<file path="config.mk">
export PLATFORM = sky130hd
export DESIGN_NAME = irq_front
export DESIGN_NICKNAME = d
export VERILOG_FILES = /design/src/inc/irq_front_pkg.sv /design/src/rtl/irq_front.sv
export SDC_FILE = /design/constraint.sdc
export NUM_CORES = 1
export LEC_CHECK = 0
export BUFFER_PORTS_ARGS = -buffer_cell sky130_fd_sc_hd__buf_4
export CAP_MARGIN = 30
export CORE_AREA = 2 2 132 134
export CTS_CLUSTER_DIAMETER = 80
export DETAILED_ROUTE_END_ITERATION = 10
export DIE_AREA = 0 0 134 136
export GPL_TIMING_DRIVEN = 0
export HOLD_SLACK_MARGIN = 0.1
export PLACE_DENSITY = 0.8
export SYNTH_ARGS = -nofsm -noshare
export SYNTH_HDL_FRONTEND = slang
export SYNTH_SLANG_ARGS = --single-unit
</file>
<file path="constraint.sdc">
create_clock -name i_ref_clk -period 1.75 [get_ports i_ref_clk]
set_input_delay 0.175 -clock i_ref_clk [delete_from_list [all_inputs] [get_ports i_ref_clk]]
set_output_delay 0.175 -clock i_ref_clk [all_outputs]
set_load 0.02 [all_outputs]
</file>
<file path="src/inc/irq_front_pkg.sv">
// constants for the external interrupt request front end
package irq_front_pkg;
   localparam int          EXT_CH       = 8;
   localparam int          INT_SRC      = 34;
   localparam int          ADDR_W       = 5;
   localparam int          DATA_W       = 32;
   localparam int          BE_W         = 4;
   localparam int          VEC_W        = 6;
   localparam int          CH_W         = 3;
   // register byte offsets
   localparam logic [4:0]  OFF_SYS      = 5'h00;
   localparam logic [4:0]  OFF_SENSE    = 5'h04;
   localparam logic [4:0]  OFF_ENABLE   = 5'h08;
   localparam logic [4:0]  OFF_STATUS   = 5'h0C;
   localparam logic [4:0]  OFF_LVL_EXT  = 5'h10;
   localparam logic [4:0]  OFF_LVL_INT0 = 5'h14;
   localparam logic [4:0]  OFF_LVL_INT1 = 5'h18;
   // field positions
   localparam int          SYS_NMI_EDGE = 0;
   localparam int          SENSE_A      = 0;
   localparam int          SENSE_B      = 1;
   localparam int          LVL_INT_HI_W = INT_SRC - DATA_W;
   // sense modes, {b, a}
   localparam logic [1:0]  MODE_LOW     = 2'h0;
   localparam logic [1:0]  MODE_FALL    = 2'h1;
   localparam logic [1:0]  MODE_RISE    = 2'h2;
   localparam logic [1:0]  MODE_BOTH    = 2'h3;
   // exception vectors
   localparam logic [5:0]  VEC_NMI      = 6'h07;
   localparam logic [5:0]  VEC_EXT_BASE = 6'h10;
   localparam logic [5:0]  VEC_EXT_TOP  = 6'h17;
   // channels that may leave software standby
   localparam logic [7:0]  WAKE_MASK    = 8'h07;
   // control level bit used by each channel, channel 0 first
   localparam logic [2:0]  CH_LVL_IDX [EXT_CH] = '{3'h7, 3'h6, 3'h5, 3'h5,
                                                   3'h4, 3'h4, 3'h3, 3'h3};
   localparam logic [31:0] RD_ZERO      = 32'h0000_0000;
endpackage : irq_front_pkg

</file>
<file path="src/rtl/irq_front.sv">
// external interrupt request front end with avalon-mm register slave
`timescale 1ns/1ps
module irq_front (
   input  wire logic                                 i_ref_clk,
   input  wire logic                                 i_rst_n,
   input  wire logic [irq_front_pkg::ADDR_W-1:0]     i_avs_address,
   input  wire logic                                 i_avs_read,
   input  wire logic                                 i_avs_write,
   input  wire logic [irq_front_pkg::DATA_W-1:0]     i_avs_writedata,
   input  wire logic [irq_front_pkg::BE_W-1:0]       i_avs_byteenable,
   output logic      [irq_front_pkg::DATA_W-1:0]     o_avs_readdata,
   output logic                                      o_avs_waitrequest,
   input  wire logic                                 i_nmi_pin,
   input  wire logic [irq_front_pkg::EXT_CH-1:0]     i_ext_request_pin,
   input  wire logic [irq_front_pkg::INT_SRC-1:0]    i_int_flag,
   input  wire logic [irq_front_pkg::INT_SRC-1:0]    i_int_enable,
   input  wire logic                                 i_ack_valid,
   input  wire logic [irq_front_pkg::VEC_W-1:0]      i_ack_vector,
   input  wire logic                                 i_xfer_start,
   input  wire logic [irq_front_pkg::CH_W-1:0]       i_xfer_channel,
   input  wire logic                                 i_xfer_int_select,
   output logic                                      o_nmi_req,
   output logic      [irq_front_pkg::EXT_CH-1:0]     o_ext_req,
   output logic      [irq_front_pkg::EXT_CH-1:0]     o_ext_level,
   output logic      [irq_front_pkg::EXT_CH-1:0]     o_xfer_req,
   output logic      [irq_front_pkg::INT_SRC-1:0]    o_int_req,
   output logic      [irq_front_pkg::INT_SRC-1:0]    o_int_level,
   output logic                                      o_wake
);
   import irq_front_pkg::*;

   typedef enum logic {BUS_IDLE, BUS_ACK} bus_t;

   typedef struct packed {
      bus_t                bus;
      logic                wait_r;
      logic [DATA_W-1:0]   rdata;
      logic                nmi_sel;
      logic [2*EXT_CH-1:0] sense;
      logic [EXT_CH-1:0]   en;
      logic [EXT_CH-1:0]   flag;
      logic                nmi_flag;
      logic [EXT_CH-1:0]   lvl_ext;
      logic [INT_SRC-1:0]  lvl_int;
      logic [EXT_CH-1:0]   s1;
      logic [EXT_CH-1:0]   s2;
      logic [EXT_CH-1:0]   s3;
      logic [EXT_CH-1:0]   filt;
      logic                n1;
      logic                n2;
      logic                n3;
      logic                nfilt;
      logic                nmi_req;
      logic [EXT_CH-1:0]   ext_req;
      logic [EXT_CH-1:0]   ext_level;
      logic [EXT_CH-1:0]   xfer_req;
      logic [INT_SRC-1:0]  int_req;
      logic                wake;
   } state_t;

   state_t              s_r;
   state_t              s_nxt;
   logic [EXT_CH-1:0]   set_vec;
   logic [EXT_CH-1:0]   ack_clr;
   logic [EXT_CH-1:0]   xfer_clr;
   logic [EXT_CH-1:0]   lvl_map;
   logic [DATA_W-1:0]   be_mask;
   logic                nmi_agree;
   logic                nmi_edge;
   logic                req;
   logic                sw_status_wr;

   assign req = i_avs_read | i_avs_write;
   // write to the flag register taking effect this cycle
   assign sw_status_wr = (s_r.bus == BUS_ACK) & i_avs_write & (i_avs_address == OFF_STATUS);

   generate
      for (genvar i = 0; i < BE_W; i++) begin : g_be
         assign be_mask[8*i +: 8] = {8{i_avs_byteenable[i]}};
      end
      for (genvar i = 0; i < EXT_CH; i++) begin : g_ch
         logic       agree;
         logic       lvl;
         logic [1:0] mode;
         assign agree = s_r.s2[i] == s_r.s3[i];
         assign lvl   = s_r.s2[i];
         assign mode  = {s_r.sense[2*i+SENSE_B], s_r.sense[2*i+SENSE_A]};
         always_comb begin
            case (mode)
               MODE_LOW:  set_vec[i] = agree & ~lvl;
               MODE_FALL: set_vec[i] = agree & s_r.filt[i] & ~lvl;
               MODE_RISE: set_vec[i] = agree & ~s_r.filt[i] & lvl;
               MODE_BOTH: set_vec[i] = agree & (s_r.filt[i] ^ lvl);
               default:   set_vec[i] = 1'b0;
            endcase
         end
         // vector 16 + channel; low mode clears only with pin high
         assign ack_clr[i] = i_ack_valid
                             & (i_ack_vector == VEC_EXT_BASE + VEC_W'(i))
                             & ((mode != MODE_LOW) | s_r.filt[i]);
         assign xfer_clr[i] = i_xfer_start & ~i_xfer_int_select
                              & (i_xfer_channel == CH_W'(i));
         assign lvl_map[i] = s_r.lvl_ext[CH_LVL_IDX[i]];
      end
   endgenerate

   assign nmi_agree = s_r.n2 == s_r.n3;
   // selected edge of the non-maskable pin
   assign nmi_edge  = nmi_agree & (s_r.nfilt != s_r.n2) & (s_r.n2 == s_r.nmi_sel);

   always_comb begin
      s_nxt = s_r;
      // pins sampled by level, direction unused
      s_nxt.s1 = i_ext_request_pin;
      s_nxt.s2 = s_r.s1;
      s_nxt.s3 = s_r.s2;
      s_nxt.n1 = i_nmi_pin;
      s_nxt.n2 = s_r.n1;
      s_nxt.n3 = s_r.n2;
      for (int i = 0; i < EXT_CH; i++) begin
         if (s_r.s2[i] == s_r.s3[i]) begin
            s_nxt.filt[i] = s_r.s2[i];
         end
      end
      if (nmi_agree) begin
         s_nxt.nfilt = s_r.n2;
      end
      // bus slave: one wait cycle, then the answer
      s_nxt.bus    = BUS_IDLE;
      s_nxt.wait_r = 1'b1;
      if (s_r.bus == BUS_IDLE && req) begin
         s_nxt.bus    = BUS_ACK;
         s_nxt.wait_r = 1'b0;
         case (i_avs_address)
            OFF_SYS:      s_nxt.rdata = DATA_W'(s_r.nmi_sel);
            OFF_SENSE:    s_nxt.rdata = DATA_W'(s_r.sense);
            OFF_ENABLE:   s_nxt.rdata = DATA_W'(s_r.en);
            OFF_STATUS:   s_nxt.rdata = DATA_W'(s_r.flag);
            OFF_LVL_EXT:  s_nxt.rdata = DATA_W'(s_r.lvl_ext);
            OFF_LVL_INT0: s_nxt.rdata = s_r.lvl_int[DATA_W-1:0];
            OFF_LVL_INT1: s_nxt.rdata = DATA_W'(s_r.lvl_int[INT_SRC-1:DATA_W]);
            default:      s_nxt.rdata = RD_ZERO;
         endcase
      end
      s_nxt.flag = s_r.flag & ~ack_clr & ~xfer_clr;
      if (s_r.bus == BUS_ACK && i_avs_write) begin
         case (i_avs_address)
            OFF_SYS: begin
               if (i_avs_byteenable[0]) begin
                  s_nxt.nmi_sel = i_avs_writedata[SYS_NMI_EDGE];
               end
            end
            OFF_SENSE: begin
               s_nxt.sense = (s_r.sense & ~be_mask[2*EXT_CH-1:0])
                             | (i_avs_writedata[2*EXT_CH-1:0] & be_mask[2*EXT_CH-1:0]);
            end
            OFF_ENABLE: begin
               if (i_avs_byteenable[0]) begin
                  s_nxt.en = i_avs_writedata[EXT_CH-1:0];
               end
            end
            OFF_STATUS: begin
               // write 0 clears, write 1 keeps
               if (i_avs_byteenable[0]) begin
                  s_nxt.flag = s_nxt.flag & i_avs_writedata[EXT_CH-1:0];
               end
            end
            OFF_LVL_EXT: begin
               if (i_avs_byteenable[0]) begin
                  s_nxt.lvl_ext = i_avs_writedata[EXT_CH-1:0];
               end
            end
            OFF_LVL_INT0: begin
               s_nxt.lvl_int[DATA_W-1:0] = (s_r.lvl_int[DATA_W-1:0] & ~be_mask)
                                           | (i_avs_writedata & be_mask);
            end
            OFF_LVL_INT1: begin
               if (i_avs_byteenable[0]) begin
                  s_nxt.lvl_int[INT_SRC-1:DATA_W] = i_avs_writedata[LVL_INT_HI_W-1:0];
               end
            end
            default: begin
               s_nxt.rdata = s_r.rdata;
            end
         endcase
      end
      // set regardless of enable, set wins over any clear
      s_nxt.flag = s_nxt.flag | set_vec;
      // acknowledge of vector 7 clears the non-maskable flag
      if (i_ack_valid && i_ack_vector == VEC_NMI) begin
         s_nxt.nmi_flag = 1'b0;
      end
      if (nmi_edge) begin
         s_nxt.nmi_flag = 1'b1;
      end
      // no mask on the non-maskable request
      s_nxt.nmi_req   = s_r.nmi_flag;
      s_nxt.ext_req   = s_r.flag & s_r.en;
      s_nxt.ext_level = lvl_map;
      // transfer request sees no CPU mask or control mode
      s_nxt.xfer_req  = s_r.flag & s_r.en;
      // internal sources forwarded on flag and enable
      s_nxt.int_req   = i_int_flag & i_int_enable;
      // wake only from non-maskable and channels 2..0
      s_nxt.wake      = s_r.nmi_flag | (|(s_r.flag & s_r.en & WAKE_MASK));
      if (!i_rst_n) begin
         s_nxt        = '0;
         s_nxt.bus    = BUS_IDLE;
         s_nxt.wait_r = 1'b1;
         s_nxt.s1     = '1;
         s_nxt.s2     = '1;
         s_nxt.s3     = '1;
         s_nxt.filt   = '1;
         s_nxt.n1     = 1'b1;
         s_nxt.n2     = 1'b1;
         s_nxt.n3     = 1'b1;
         s_nxt.nfilt  = 1'b1;
      end
   end

   always_ff @(posedge i_ref_clk) begin
      s_r <= s_nxt;
   end

   assign o_avs_readdata    = s_r.rdata;
   assign o_avs_waitrequest = s_r.wait_r;
   assign o_nmi_req         = s_r.nmi_req;
   assign o_ext_req         = s_r.ext_req;
   assign o_ext_level       = s_r.ext_level;
   assign o_xfer_req        = s_r.xfer_req;
   assign o_int_req         = s_r.int_req;
   // internal levels straight from their register
   assign o_int_level       = s_r.lvl_int;
   assign o_wake            = s_r.wake;
endmodule : irq_front

</file>
## Yosys cells after proc, flatten, opt, wreduce, memory -nomap -nowiden

Cells that the tools add are included.

| word-level totals | value |
|---|---|
| logic and storage cells | 267 |
| bits of input ports | 134 |
| bits in registers | 197 |
| output and inout port bits | 127 |

| operators by class | value |
|---|---|
| muxes and demuxes | 21 |
| eq/ne operators | 58 |
| bitwise gates (word level) | 127 |
| reduce and logical (&&, ||, !) cells | 30 |

Operator list:

| kind | count |
|---|---|
| case mux 32 bit (7 select lines) | 1 |
| AND 1 bit | 75 |
| two-way mux 65 bit | 1 |
| AND 32 bit | 2 |
| equality test 6 x 5 -> 1 bit, second input constant | 8 |
| AND 34 bit | 1 |
| two-way mux 34 bit | 1 |
| AND 16 bit | 2 |
| AND 8 bit | 4 |
| equality test 2 bit, second input constant | 16 |
| two-way mux 32 bit | 1 |
| two-way mux 8 bit | 4 |
| NOT 32 bit | 1 |
| bitwise OR 32 bit | 1 |
| case mux 1 bit (4 select lines) | 8 |
| NOT 1 bit | 18 |
| nonzero test 2 bit | 9 |
| equality test 2 x 1 -> 1 bit, second input constant | 8 |
| logical NOT 2 bit | 8 |
| two-way mux 16 bit | 1 |
| NOT 16 bit | 1 |
| NOT 8 bit | 2 |
| bitwise OR 16 bit | 1 |
| equality test 5 bit, second input constant | 3 |
| other kinds (20) | 59 |

## Logic depth before layout (Yosys ltp)

Gate-level depths: netlist of the first run.

| depth | value |
|---|---|
| depth after elaboration | 11 |
| gate-level depth with buffers | 9 |
| mapped depth without buffers | 6 |

## Least setup slack after synthesis of the first run

OpenSTA, ideal clock, no wires.

| timing path | value |
|---|---|
| kind | register to register |
| start | register with a tool-made name |
| end | register s_r[144] (netlist name) |
| buffers on the path | 0 |
| path slack | 0.284 ns |
| stages on the path, launching flop included | 7 |
| arrival time | 1.334 ns |
| library setup time | 0.132 ns |
| clock period less this slack | 1.466 ns |
| required time | 1.618 ns |
| cell sequence | dfxtp_1 inv_1 ha_1 nor2b_1 or4_1 o211ai_1 a21oi_1 |

RTL lines:

| item | RTL line | RTL |
|---|---|---|
| end signal, assigned | irq_front.sv:222 | `s_r <= s_nxt;` |
| end, declared | irq_front.sv:61 | `state_t s_r;` |

==> run_results.csv, run 1 <==
group,metric,value,unit
clock_network,clock_latency,0.43,ns
clock_network,clockBufferDepth,2,
yosys,synth_ff_type,"dfxtp_1",
yosys,syn_avg_cell_area,9.459,um^2
yosys,synth_cells,911,
flow_run,drv_cap,0,
setup_path,path_max_fanout,8,
die,start_util,0.5106,
timing,final.setup.worst_slack,0.07697,ns
global_route,gr-usage-met2,0.4724,
die,die_y,136,um
yosys,syn-num-nets,1077,
global_route,antenna_found_initial,0,
detailed_routing,wl_per_cell,15.94,um
global_route,met1_usage,0.3136,
die,num_rows,48,
final_layout,num_antenna_cells,0,
power,peakVddDrop,713.1,uV
timing,relSlewSlack,0.5435,
status,outcome,"finished, final reports clean",
yosys,ys_types,59,
setup_path,critPathLaunch,"s_r[205]",
timing,hold_viol,0,
setup_path,crit_path_max_incr_delay,0.42,ns
worst_hold_path,holdCritPathClass,"input pin to register",
timing,tightestPinTransition,0.6847,ns
setup_path,end_kind,"register",
clock_network,cts_root_buffer,"clkbuf_16",
die,dieWidth,134,um
clock_network,cts_buffers,17,
detailed_routing,wirelength,24460,um
clock_network,cts-htree-levels,4,
setup_path,cp_num_buf_inv,1,
global_route,grt_pass1_vias,7651,
final_layout,final_layout_size_suffix_gt1_frac,0.3384,
setup_path,crit_arrival,1.96,ns
setup_path,slowest_stage,"dfxtp_1",
clock_network,clkTransAtPathRegs,0.07,ns
timing,fin_setup_tns,0,ns
detailed_routing,viasPerCell,5.063,
timing,finalSetupViolCount,0,
timing,clock_skew,0.006931,ns
setup_path,crit_family,"simple AND/OR/NAND/NOR gates",
global_route,grt_overflow_total,0,
setup_path,r2r-start,"s_r[205]",
detailed_routing,drc,0,
detailed_routing,firstDrtPassIters,6,
timing,fin_crit,1.673,ns
global_route,grt_pass1_wl,37890,um
setup_path,crit_chain,"and2_1 > and4_1 > buf_2 > mux2i_1 > nor2_1",
worst_hold_path,hp-start,"i_ack_vector[4]",
detailed_routing,drtIter0Drc,446,
timing,grt_setup_unrepaired,"no",
global_route,grt_util_met3,0.05295,
power,p_leak,5.961,nW
global_route,grtUsageTotal,0.2633,
clock_network,cts.sinks,195,
final_layout,area_delta_synth_final,45.68,%
clock_network,cts_tree,"done",
yosys,ys.warnings.count,0,
die,io_pins,261,
placed_design,place_ws,-0.05528,ns
yosys,synth-seq-area-share,0.4530,
setup_path,required,2.04,ns
yosys,synth-edff-count,0,
timing,slew_viol_final,0,
yosys,synthesis.area,0.008617,mm^2
placed_design,port_buffers,258,
detailed_routing,ant_nets,0,
setup_path,crit_type,"register to register",
placed_design,routabilityCongestion,0.8449,
final_layout,final_net_count,1464,
global_route,grt_max_degree,17,
yosys,ys_ff_latch,195,
die,fp.dieArea,0.01822,mm^2
timing,max_freq,0.5977,GHz
timing,min_period_over_period,0.9560,
power,finalPower,9.551,mW
global_route,busiest_layer,"met2",
detailed_routing,num_vias,7767,
die,fp.coreArea,0.01688,mm^2
power,cellPowerDensity,760.8,mW/mm^2
setup_path,start_kind,"register",
yosys,async_reset_ff_frac,0,
placed_design,hpwl,16790,um
final_layout,final_util,0.7438,
==> power breakdown <==
part           internal, mW  total (mW)  switching (mW)
clock network          2.46        4.13            1.67
registers              4.50        4.53          0.0315
logic                 0.507       0.892           0.385
==> per-stage QoR <==
stage	instances	hold WS [ns]	instance area (um^2)
floorplan	911	0.2765	8617
global placement	1394	0.3576	10840
detailed placement	1394	0.3606	10840
CTS	1533	0.1144	12540
global route	1534	0.1331	12550
finish	1534	0.1213	12550
==> worst min-delay path: stages <==
cell and delay [ns]:
buf_4 0.10, o31ai_1 0.10, a31oi_1 0.13
==> cells by family after synthesis <==
group	synth area share
buf+inv	0.1427
fa+ha+maj	0.04646
compound gates	0.1151
simple gates	0.1880
flops	0.4530
mux	0.05459
==> layout by cell type (no fill, tap or decap), types with 31 or more instances in the layout <==
master | netlist | routed
o21ai_0 | 38 | 38
buf_4 | 127 | 386
nor2_1 | 49 | 49
mux2i_1 | 38 | 38
nand3_1 | 31 | 31
dfxtp_1 | 195 | 195
nand2_1 | 65 | 65
dlygate4sd3_1 | 0 | 109
nand2b_1 | 37 | 37
and3_1 | 50 | 50
ha_1 | 32 | 32
a21oi_1 | 37 | 37
==> cell type report <==
| type | instances | area, um^2 |
|---|---|---|
| inverters | 21 | 78.83 |
| repair buffers | 368 | 3035 |
| flip-flops and latches | 195 | 3904 |
| fillers | 1218 | 4323 |
| clock buffers | 22 | 464.2 |
| plain buffers | 167 | 1154 |
| well taps | 225 | 281.5 |
| multi-input cells | 528 | 3483 |
| clock inverters | 8 | 152.6 |
==> Yosys cell counts (all sizes together), types with 4 or more instances <==
cell type	number	share of area
dfxtp	195	0.45
buf	141	0.12
nand2	65	0.028
and3	50	0.036
nor2	49	0.021
o21ai	39	0.023
mux2i	38	0.044
a21oi	37	0.021
nand2b	37	0.027
ha	32	0.046
nand3	32	0.019
clkbuf	26	0.012
a22o	21	0.021
inv	21	0.0091
nor2b	15	0.012
nor3	11	0.0083
and2	10	0.0078
a22oi	9	0.0078
a31oi	9	0.0065
o21bai	8	0.0070
a221oi	6	0.0061
mux2	6	0.0078
nand3b	6	0.0052
o211ai	6	0.0052
or4	6	0.0052
nor3b	4	0.0048
==> timing repair <==
item	in CTS	in global routing
endpoints found under the setup margin	0	10
hold buffers	109	0
resized for setup	0	1
hold endpoints to repair	109	0
setup buffers	0	1
==> per-layer routing <==
metal / vias to the layer above / routed length [um]
li1: 3775 / -
met1: 3678 / 10010
met2: 276 / 12240
met3: 38 / 1645
met4: 0 / 565
met5: - / 0
==> path summary, 6_finish.rpt <==
| path | end | slack [ns] | cells past startpoint |
|---|---|---|---|
| max reg2reg | register | 0.08 | 5 |
| max | register | 0.08 | 5 |
| min reg2reg | g_ch[1].lvl | 0.41 | 1 |
| min | s_r[138] | 0.12 | 3 |
No activity file was read; power rests on OpenSTA's default activity.
==> inputs of run 2 (changes only) <==
--- a/config.mk
+++ b/config.mk
@@ -7,13 +7,13 @@
 export LEC_CHECK = 0
 export BUFFER_PORTS_ARGS = -buffer_cell sky130_fd_sc_hd__buf_4
 export CAP_MARGIN = 30
-export CORE_AREA = 2 2 132 134
+export CORE_AREA = 2 2 129 131
 export CTS_CLUSTER_DIAMETER = 80
 export DETAILED_ROUTE_END_ITERATION = 10
-export DIE_AREA = 0 0 134 136
+export DIE_AREA = 0 0 131 133
 export GPL_TIMING_DRIVEN = 0
 export HOLD_SLACK_MARGIN = 0.1
-export PLACE_DENSITY = 0.8
+export PLACE_DENSITY = 0.83
 export SYNTH_ARGS = -nofsm -noshare
 export SYNTH_HDL_FRONTEND = slang
 export SYNTH_SLANG_ARGS = --single-unit
==> constraint.sdc (replaced) <==
create_clock -name i_ref_clk -period 2 [get_ports i_ref_clk]
set_input_delay 0.2 -clock i_ref_clk [delete_from_list [all_inputs] [get_ports i_ref_clk]]
set_output_delay 0.2 -clock i_ref_clk [all_outputs]
set_load 0.02 [all_outputs]
==> run 2 against run 1 <==
Hold slack improved by 0.019 ns; core utilization grew 2.8 points; via count increased by 1.3%; combinational power fell by 12%; cell area fell by 0.58%; die area down 4.4%; sequential share of layout area grew 0.18 points; register-to-register slack improved by 0.23 ns; worst setup slack improved by 0.23 ns; sequential power is 13% lower; fmax fell by 1.2%; non-clock buffer count down 1; critical path type unchanged; largest cell class unchanged; highest routed layer unchanged.
==> run_results.csv, run 2 (synthesis results as in run 1) <==
group,metric,value,unit
status,outcome,"finished, final reports clean",
timing,tightestPinTransition,0.7196,ns
power,cellPowerDensity,643.0,mW/mm^2
detailed_routing,wirelength,24520,um
setup_path,slowest_stage,"dfxtp_1",
power,p_leak,5.938,nW
final_layout,final_cell_mix,"buf_4 (385), dfxtp_1 (195), dlygate4sd3_1 (109)",
final_layout,final_util,0.7718,
setup_path,crit_family,"simple AND/OR/NAND/NOR gates",
placed_design,port_buffers,258,
die,die_y,133,um
clock_network,cts_buffers,17,
global_route,antenna_found_initial,0,
timing,min_period_over_period,0.8463,
clock_network,ctsHoldBuffers,109,
global_route,grt_pass1_vias,7774,
clock_network,clockBufferDepth,2,
placed_design,routabilityCongestion,0.8696,
final_layout,final_layout_size_suffix_gt1_frac,0.3400,
clock_network,cts_setup_buffers,0,
clock_network,cts_tree,"done",
power,peakVddDrop,613.4,uV
timing,grt_setup_unrepaired,"no",
setup_path,end_kind,"register",
setup_path,worst-path-stages,5,
timing,final.setup.worst_slack,0.3075,ns
worst_hold_path,holdCritPathClass,"input pin to register",
die,fp.coreArea,0.01617,mm^2
clock_network,clkTransAtPathRegs,0.07,ns
global_route,grt_overflow_total,0,
setup_path,rr_endpoint,"s_r[140]",
global_route,grt_max_degree,17,
clock_network,cts.sinks,195,
clock_network,cts_root_buffer,"clkbuf_16",
setup_path,start_kind,"register",
setup_path,crit_type,"register to register",
setup_path,rr_worst_depth,5,
timing,hold_viol,0,
setup_path,crit_end,"s_r[140]",
die,dieWidth,131,um
setup_path,cp_num_buf_inv,1,
detailed_routing,drtIter0Drc,409,
final_layout,final_net_count,1463,
placed_design,place_area,0.01083,mm^2
detailed_routing,ant_nets,0,
clock_network,cts-resized-gates,0,
global_route,grt_pass1_wl,38010,um
die,io_pins,261,
placed_design,hpwl,16610,um
timing,finalSetupViolCount,0,
final_layout,num_antenna_cells,0,
setup_path,crit_arrival,1.99,ns
timing,slew_viol_final,0,
detailed_routing,viasPerCell,5.144,
final_layout,fin_area,0.01248,mm^2
final_layout,layout_commonest_cell,"buf_4",
flow_run,drv_cap,0,
clock_network,cts-htree-levels,4,
global_route,grtUsageTotal,0.2808,
die,num_rows,47,
setup_path,regToRegSetupSlack,0.31,ns
setup_path,critPathLaunch,"s_r[205]",
setup_path,required,2.30,ns
setup_path,crit_chain,"and3_1 > clkbuf_2 > nand4_1 > o2111ai_1 > a21oi_1",
die,fp.dieArea,0.01742,mm^2
timing,fin_crit,1.693,ns
detailed_routing,num_vias,7865,
timing,max_freq,0.5908,GHz
die,start_util,0.5328,
detailed_routing,wl_per_cell,16.04,um
final_layout,area_delta_synth_final,44.84,%
setup_path,r2r-start,"s_r[205]",
timing,clock_skew,0.008727,ns
setup_path,crit_path_max_incr_delay,0.41,ns
detailed_routing,drc,0,
setup_path,path_max_fanout,8,
detailed_routing,firstDrtPassIters,5,
timing,relSlewSlack,0.5192,
clock_network,clock_latency,0.43,ns
placed_design,place_ws,0.1561,ns
timing,fin_setup_tns,0,ns
==> run 2: changes by cell type in the layout (fill, tap and decap cells not counted) <==
cell       delta
bufinv_16     -3
clkinv_2      +3
clkbuf_1      -2
clkbuf_4      -1
buf_4         -1
inv_6         +3
buf_2         +1
==> run 2: worst min-delay path by stage <==
stage / endpoint / startpoint / slack [ns] / depth (start not counted)
floorplan: s_r[63] / i_nmi_pin / 0.30 / 1
global placement: s_r[92] / i_ext_request_pin[4] / 0.38 / 2
detailed placement: s_r[92] / i_ext_request_pin[4] / 0.39 / 2
CTS: s_r[138] / i_ack_vector[4] / 0.13 / 3
global route: s_r[138] / i_ack_vector[4] / 0.16 / 3
finish: s_r[138] / i_ack_vector[4] / 0.14 / 3
==> run 2: layout make-up <==
cell class | count | area (um^2)
Sequential cell | 195 | 3904
Multi-Input combinational cell | 528 | 3483
Clock inverter | 11 | 103.9
Timing Repair Buffer | 367 | 3028
Clock buffer | 20 | 456.7
Inverter | 21 | 78.83
Tap cell | 220 | 275.3
Fill cell | 1100 | 3691
Buffer | 167 | 1151
==> run 2: routing by layer <==
metal / vias up / track usage / wire, um
met4: 0 / 0.1087 / 623
met5: - / 0 / 0
li1: 3769 / - / -
met3: 50 / 0.06712 / 1857
met1: 3715 / 0.3315 / 9737
met2: 331 / 0.4873 / 12300
==> run 2: where the power goes <==
| part | internal [mW] | total (mW) | switching, mW | leakage (nW) |
|---|---|---|---|---|
| combinational | 0.444 | 0.781 | 0.338 | 4.08 |
| clock | 1.78 | 3.28 | 1.49 | 0.273 |
| sequential | 3.94 | 3.96 | 0.0267 | 1.58 |
| total | 6.17 | 8.02 | 1.86 | 5.94 |
==> run 2: stage by stage <==
stage	instances	total power [mW]	hold WS, ns
finish	1529	8.025	0.1398
global placement	1389	4.647	0.3841
CTS	1529	8.020	0.1251
detailed placement	1389	4.660	0.3864
global route	1529	8.272	0.1552
floorplan	911	4.309	0.3015
==> run 2: worst min-delay path, cell delays in order <==
cell and delay, ns:
buf_4 0.11, o31ai_1 0.10, a31oi_1 0.13
